--- config.mk ---
export PLATFORM = sky130hd
export DESIGN_NAME = gjkff_top
export DESIGN_NICKNAME = d
export VERILOG_FILES = /design/src/gjkff_pkg.sv /design/src/gjkff_sync.sv /design/src/gjkff_top.sv
export SDC_FILE = /design/constraint.sdc
export NUM_CORES = 1
export LEC_CHECK = 0
export BUFFER_PORTS_ARGS = -buffer_cell sky130_fd_sc_hd__clkbuf_2
export CAP_MARGIN = 15
export CORE_MARGIN = 4
export CORE_UTILIZATION = 48
export CTS_CLUSTER_DIAMETER = 100
export DETAILED_ROUTE_END_ITERATION = 10
export GPL_TIMING_DRIVEN = 1
export PLACE_DENSITY_LB_ADDON = 0.05
export RECOVER_POWER = 100
export SLEW_MARGIN = 20
export SYNTH_ARGS = -nofsm -noshare
export SYNTH_HDL_FRONTEND = slang
export SYNTH_HIERARCHICAL = 1
export SYNTH_SLANG_ARGS = --single-unit
--- constraint.sdc ---
create_clock -name core_clk -period 1.49 [get_ports core_clk]
set_clock_uncertainty 0.05 [all_clocks]
set_input_delay 0.298 -clock core_clk [delete_from_list [all_inputs] [get_ports core_clk]]
set_output_delay 0.298 -clock core_clk [all_outputs]
set_load 0.02 [all_outputs]
--- src/gjkff_pkg.sv ---
/*
 * Shared types and constants of the gated J-K storage element.
 * Assumes every pin of the element is asynchronous to core_clk
 * and is resynchronised before any logic reads it.
 */
// Summary of operation
// - Stored state and both outputs change only on a rising element clock or under preset or clear; q_n also recovers after a double force ends.
// - After a rising element clock, J and K are ignored until the next one.
// - Effective J is the AND of three set gates, K of three reset gates.
// - At the edge J=K=0 holds, J only sets, K only clears, both toggle.
// - Preset low with clear high forces the true output to one at once.
// - Clear low with preset high forces the true output to zero at once.
// - Preset and clear both low drive both outputs to zero.
// - Preset and clear act only while the element clock is low.
// - True and complementary outputs, inverse unless both forces are low.
package gjkff_pkg;

    localparam int SYNC_STAGES = 2;
    localparam int GATE_INPUTS = 3;

    typedef struct packed {
        logic elem_clk;
        logic preset_n;
        logic clear_n;
        logic [GATE_INPUTS-1:0] set_gates;
        logic [GATE_INPUTS-1:0] reset_gates;
    } gjkff_pins_t;

    localparam int PINS_W = $bits(gjkff_pins_t);

    // clock high (locked), both forces released, gates low
    localparam gjkff_pins_t PINS_IDLE = 9'h1C0;

    localparam logic Q_RESET = 1'h0;
    localparam logic Q_N_RESET = 1'h1;

    typedef enum logic {
        GJKFF_ARMED,
        GJKFF_LOCKED
    } gjkff_state_t;

    typedef struct packed {
        logic q;
        logic q_n;
    } gjkff_outs_t;

endpackage

--- src/gjkff_sync.sv ---
/*
 * Multi-stage synchroniser for a group of pin levels.
 * Assumes the inputs are levels from outside the core_clk domain;
 * only the last stage may be read by other logic.
 */
module gjkff_sync #(
    parameter int WIDTH = 1,
    parameter int STAGES = 2,
    parameter logic [WIDTH-1:0] RESET_VAL = '0
) (
    input wire logic core_clk,
    input wire logic nrst,
    input wire logic [WIDTH-1:0] async_in,
    output logic [WIDTH-1:0] sync_out
);

    logic [WIDTH-1:0] stage_reg [STAGES];
    logic [WIDTH-1:0] stage_next [STAGES];

    always_comb begin
        stage_next[0] = async_in;
        for (int i = 1; i < STAGES; i++) begin
            stage_next[i] = stage_reg[i-1];
        end
    end

    always_ff @(posedge core_clk or negedge nrst) begin
        if (!nrst) begin
            for (int i = 0; i < STAGES; i++) begin
                stage_reg[i] <= RESET_VAL;
            end
        end else begin
            for (int i = 0; i < STAGES; i++) begin
                stage_reg[i] <= stage_next[i];
            end
        end
    end

    assign sync_out = stage_reg[STAGES-1];

endmodule

--- src/gjkff_top.sv ---
/*
 * Gated edge-triggered J-K storage element, sampled on core_clk.
 * Assumes core_clk runs well faster than the element clock pin, and
 * ignores preset and clear while that pin is high.
 */
module gjkff_top #(
    parameter int SYNC_STAGES = gjkff_pkg::SYNC_STAGES
) (
    input wire logic core_clk,
    input wire logic nrst,
    input wire gjkff_pkg::gjkff_pins_t pins,
    output logic q_out,
    output logic q_n_out,
    output logic clk_edge_out,
    output logic lockout_out,
    output logic force_conflict_out
);

    gjkff_pkg::gjkff_pins_t pins_sync;

    gjkff_sync #(
        .WIDTH(gjkff_pkg::PINS_W),
        .STAGES(SYNC_STAGES),
        .RESET_VAL(gjkff_pkg::PINS_IDLE)
    ) u_pin_sync (
        .core_clk(core_clk),
        .nrst(nrst),
        .async_in(pins),
        .sync_out(pins_sync)
    );

    function automatic logic gate_and(
        input logic [gjkff_pkg::GATE_INPUTS-1:0] g
    );
        return &g;
    endfunction

    function automatic logic jk_result(
        input logic j,
        input logic k,
        input logic q
    );
        logic r;
        r = q;
        unique case ({j, k})
            2'h0: r = q;
            2'h1: r = 1'h0;
            2'h2: r = 1'h1;
            2'h3: r = ~q;
        endcase
        return r;
    endfunction

    logic clk_high;
    logic j_eff;
    logic k_eff;
    logic preset_act;
    logic clear_act;

    gjkff_pkg::gjkff_state_t state_reg;
    gjkff_pkg::gjkff_state_t state_next;
    logic edge_reg;
    logic edge_next;
    gjkff_pkg::gjkff_outs_t outs_reg;
    gjkff_pkg::gjkff_outs_t outs_next;
    logic conflict_reg;
    logic conflict_next;

    assign clk_high = pins_sync.elem_clk;
    assign j_eff = gate_and(pins_sync.set_gates);
    assign k_eff = gate_and(pins_sync.reset_gates);

    assign preset_act = ~pins_sync.preset_n & ~clk_high;
    assign clear_act = ~pins_sync.clear_n & ~clk_high;

    // edge recognition and lockout
    always_comb begin
        state_next = state_reg;
        edge_next = 1'h0;
        unique case (state_reg)
            gjkff_pkg::GJKFF_ARMED: begin
                if (clk_high) begin
                    state_next = gjkff_pkg::GJKFF_LOCKED;
                    edge_next = 1'h1;
                end
            end
            gjkff_pkg::GJKFF_LOCKED: begin
                if (!clk_high) begin
                    state_next = gjkff_pkg::GJKFF_ARMED;
                end
            end
        endcase
    end

    always_ff @(posedge core_clk or negedge nrst) begin
        if (!nrst) begin
            state_reg <= gjkff_pkg::GJKFF_LOCKED;
            edge_reg <= 1'h0;
        end else begin
            state_reg <= state_next;
            edge_reg <= edge_next;
        end
    end

    // stored state and outputs
    always_comb begin
        outs_next = outs_reg;
        conflict_next = 1'h0;
        if (preset_act && clear_act) begin
            outs_next.q = 1'h0;
            outs_next.q_n = 1'h0;
            conflict_next = 1'h1;
        end else if (preset_act) begin
            outs_next.q = 1'h1;
            outs_next.q_n = 1'h0;
        end else if (clear_act) begin
            outs_next.q = 1'h0;
            outs_next.q_n = 1'h1;
        end else if (state_reg == gjkff_pkg::GJKFF_ARMED && clk_high) begin
            outs_next.q = jk_result(j_eff, k_eff, outs_reg.q);
            outs_next.q_n = ~jk_result(j_eff, k_eff, outs_reg.q);
        end else begin
            // complement restored after a double force
            outs_next.q_n = ~outs_reg.q;
        end
    end

    always_ff @(posedge core_clk or negedge nrst) begin
        if (!nrst) begin
            outs_reg <= '{q: gjkff_pkg::Q_RESET, q_n: gjkff_pkg::Q_N_RESET};
            conflict_reg <= 1'h0;
        end else begin
            outs_reg <= outs_next;
            conflict_reg <= conflict_next;
        end
    end

    assign q_out = outs_reg.q;
    assign q_n_out = outs_reg.q_n;
    assign clk_edge_out = edge_reg;
    assign lockout_out = (state_reg == gjkff_pkg::GJKFF_LOCKED);
    assign force_conflict_out = conflict_reg;

endmodule
* Yosys cells after proc, flatten, opt, wreduce, memory -nomap -nowiden
Cells that the tools add are included.
Word-level totals: output and inout bits 5, register bits after elaboration 23
Operators by class: eq/ne operators 3, bitwise gates (word level) 8, mux-type cells 12, reduce and logical (&&, ||, !) cells 6
Operator list (number):
- 1-bit two-way mux | 8
- 2-bit two-way mux | 3
- 1-bit NOT | 6
- 3-bit AND reduction | 2
- 2-bit equality test, second input constant | 2
- 1-bit case mux with 4 select lines | 1
- 4-bit nonzero test | 1
- 1-bit bitwise AND | 2
- 2-bit by 1-bit equality test with 1-bit output, second input constant | 1
- 1-bit logical AND | 2
- 2-bit zero test | 1

* Depth between registers and ports, before layout
word-level depth 12, gate-level depth with buffers 3, gate-level depth less buffers 3

* By module
The synthesis kept the hierarchy.
Modules (own cells, without submodules):
- gjkff_sync | sequential area each 457.9 um2, cells each 18, area an instance 457.9 um2, times used 1
- gjkff_top | sequential area each 127.6 um2, cells each 15, area an instance 212.7 um2, times used 1

* Worst setup path after synthesis
No wires, ideal clock.
path kind register to register, start point register u_pin_sync.stage_reg (netlist bit u_pin_sync/sync_out[8]), end point register outs_reg (netlist bit q_n_out), arrival 1.044 ns, buffers on the path 0, data required time 1.359 ns, setup slack 0.315 ns, stages on the path, launching flop included 4, cells stage by stage dfstp_2 -> nor2b_4 -> a41oi_2 -> a211oi_2
RTL lines:
- from (decl) | line gjkff_sync.sv:17 | logic [WIDTH-1:0] stage_reg [STAGES];
- from (signal, indexed assignment) | line gjkff_sync.sv:34 | stage_reg[i] <= stage_next[i];
- to (signal assigned) | line gjkff_top.sv:130 | outs_reg <= '{q: gjkff_pkg::Q_RESET, q_n: gjkff_pkg::Q_N_RESET};
- to (signal assigned) | line gjkff_top.sv:133 | outs_reg <= outs_next;
- to (decl) | line gjkff_top.sv:64 | gjkff_pkg::gjkff_outs_t outs_reg;

* Worst setup path after layout
start point register outs_reg (netlist bit q_n_out), end point output q_n_out
RTL lines:
- to (decl) | line gjkff_top.sv:13 | output logic q_n_out,
No word-level cell between the ends.

==> metrics.yaml <==
run_status:
  status: "finished clean"
finish:
  fin_cells: 71
  diodes: 0
  final_nets: 68
  syn2layout_area_growth_pct: 23.3
  drive_gt1_share_pct: 44.6
timing:
  fmax_mhz: 711
  period_share_pct: 94.4
  setup_viol: 0
  setup_ws_ps: 84.1
  hold_violations: 0
  rsz0062_at_grt: "false"
  final-max-slew-violation-count: 0
  tightest_slew_ps: 534
  finalSetupTns_ps: 0
  fin_crit_ps: 1410
  slew_headroom_pct: 64.4
detailed_routing:
  wl_per_cell_um: 12.0
  drt-total-wl_um: 850
  drc: 0
  viasPerCell: 4.59
  drt_pass1_iterations: 2
  vias: 326
  drtAntennaViolNets: 0
  drt_iter0_markers: 2
clock_network:
  cts_root_buffer: "clkbuf_4"
  htree_levels: 1
  cts_tree: "built"
  numCtsBuffers: 3
  cts.sinks: 23
  clkLatencyLatePin_ps: 300
  clock_path_buffers: 2
  post_cts_buffers: 0
  cts.clk_slew.worst_paths_ps: 120
power_and_ir_drop:
  p_sw_mw: 0.229
  power_mw: 1.03
  combinationalPowerShare_pct: 7.5
  p_int_mw: 0.804
  swShare_pct: 22.2
  power_frac_clock_pct: 26.1
  p_leak_nw: 0.374
  powerDensity_mw_per_mm2: 1250
  ir_drop_v: 0.000796
  seqPwrFrac_pct: 66.4
logic_synthesis:
  synth_area_um2: 671
  syn_inst: 33
  yosysWarnings: 6
  synth-seq-cells: 23
  yosys-top-cells-area: "dfrtp_1 56%, dfstp_2 31%, a41oi_2 2.4%"
  synth_top_area_share_pct: 56.0
  ys_seq_area_share_pct: 87.3
  syn_area_per_cell_um2: 20.3
  synth_largest_area_cell: "dfrtp_1"
  syn_nets: 44
  synth_cell_types: 12
place:
  portBuffers: 15
  place_congestion: 0.642
  place_inst: 63
  place_ws_ps: 240
worst_setup_path:
  timing.rr.start: "u_pin_sync/sync_out[8]"
  cpPeakStageDelay_ps: 530
  worstSetupPathType: "reg2out"
  crit_path_start: "q_n_out"
  cp.required_ps: 1140
  cp.arrival_ps: 1060
  end_kind: "primary output"
  cp_slowest_cell: "dfstp_2"
  path_buf_inv: 1
  cp_top_family: "flip-flops"
  r2r_slack_ps: 170
  cp_cell_sequence: "clkbuf_1"
  start_kind: "flip-flop"
  path_max_fanout: 1
global_route:
  grt_pass1_wl_um: 1440
  first_global_vias: 352
  track_usage_pct: 11.0
  grt_max_degree: 24
  grt_overflow: 0
  antenna_found_initial: 0
die:
  start_util_pct: 51.5
  core_mm2: 0.00130
  dieArea_mm2: 0.00206
  die_w_um: 45.4
  num_io_pins: 16
  rows: 13
  die_h_um: 45.4
flow_run:
  maxCapViolations: 0
worst_hold_path:
  worstHoldStart: "pins[2]"
  hold_class: "in2reg"
## path summary, 6_finish.rpt
kind | cells past startpoint | to
max | 1 | q_n_out
min | 1 | u_pin_sync/stage_next[2]
max reg2reg | 3 | q_n_out
min reg2reg | 0 | u_pin_sync/sync_out[8]
max in group asynchronous | 2 | u_pin_sync/stage_next[7]
min in group asynchronous | 2 | u_pin_sync/sync_out[2]
## per-layer routing
| metal | wire, um | up-vias | GRT usage [%] |
|---|---|---|---|
| met1 | 373 | 153 | 11.8 |
| met3 | 70 | 2 | 2.77 |
| met2 | 394 | 13 | 16.4 |
| met4 | 11 | 0 | 12.3 |
| li1 | - | 158 | - |
| met5 | 0 | - | 0 |
## power by group through the flow
stage | sequential (mW) | combinational [mW] | clock, mW
3_5_place_dp | 0.698 | 0.0737 | 0
6_report | 0.685 | 0.0776 | 0.269
2_1_floorplan | 0.710 | 0.0206 | 0
4_1_cts | 0.687 | 0.0780 | 0.283
3_3_place_gp | 0.697 | 0.0716 | 0
5_1_grt | 0.690 | 0.0875 | 0.314
## final cells by class
type | count | area [um^2]
Clock buffer | 3 | 22.5
Multi-Input combinational cell | 10 | 85.1
Sequential cell | 23 | 586
Timing Repair Buffer | 19 | 110
Fill cell | 104 | 474
Tap cell | 15 | 18.8
Clock inverter | 1 | 5.00
## cell families after synthesis
kind of cell     share of synthesized area (%)
AO/OA/AOI/OAI                             5.78
flip-flops                                87.3
AND/OR/NAND/NOR                           6.90
## timing repair
action	CTS	global route
gates resized for setup	0	0
hold buffers	2	2
endpoints found under the hold margin	16	2
## cells in the mapped netlist
cell type  number
dfrtp_1        15
dfstp_2         8
a211oi_2        1
a21oi_1         1
a41oi_2         1
and4b_1         1
nand2b_1        1
nor2_1          1
nor2b_4         1
nor3_1          1
nor3b_1         1
o21ai_0         1
## metrics by stage
stage / hold slack [ps] / area (um^2) / util (%)
3_5_place_dp: 248 / 764 / 58.8
3_3_place_gp: 231 / 764 / 58.8
4_1_cts: 7.90 / 812 / 62.4
6_report: 36.5 / 827 / 63.6
2_1_floorplan: -47.6 / 671 / -
5_1_grt: 13.9 / 827 / 63.6
## registers in the layout (all words and copies together), names as in the netlist
register,cells
force_conflict_out,1
u_pin_sync/sync_out,9
q_out,1
lockout_out,1
clk_edge_out,1
u_pin_sync/stage_next,9
q_n_out,1
## cells in the final DEF, fill, tap and decap left out
| cell type | instances |
|---|---|
| dfstp_1 | 1 |
| dfstp_2 | 7 |
| a41oi_2 | 1 |
| clkbuf_4 | 3 |
| clkbuf_2 | 11 |
| a21oi_1 | 1 |
| nor3b_1 | 1 |
| o21ai_0 | 1 |
| a211oi_2 | 1 |
| clkbuf_1 | 4 |
| nor3_1 | 1 |
| nor2_1 | 1 |
| nand2b_1 | 1 |
| and4b_1 | 1 |
| dlygate4sd3_1 | 4 |
| nor2b_4 | 1 |
| clkinv_2 | 1 |
| dfrtp_1 | 15 |
Power figures use the tool's default switching activity.
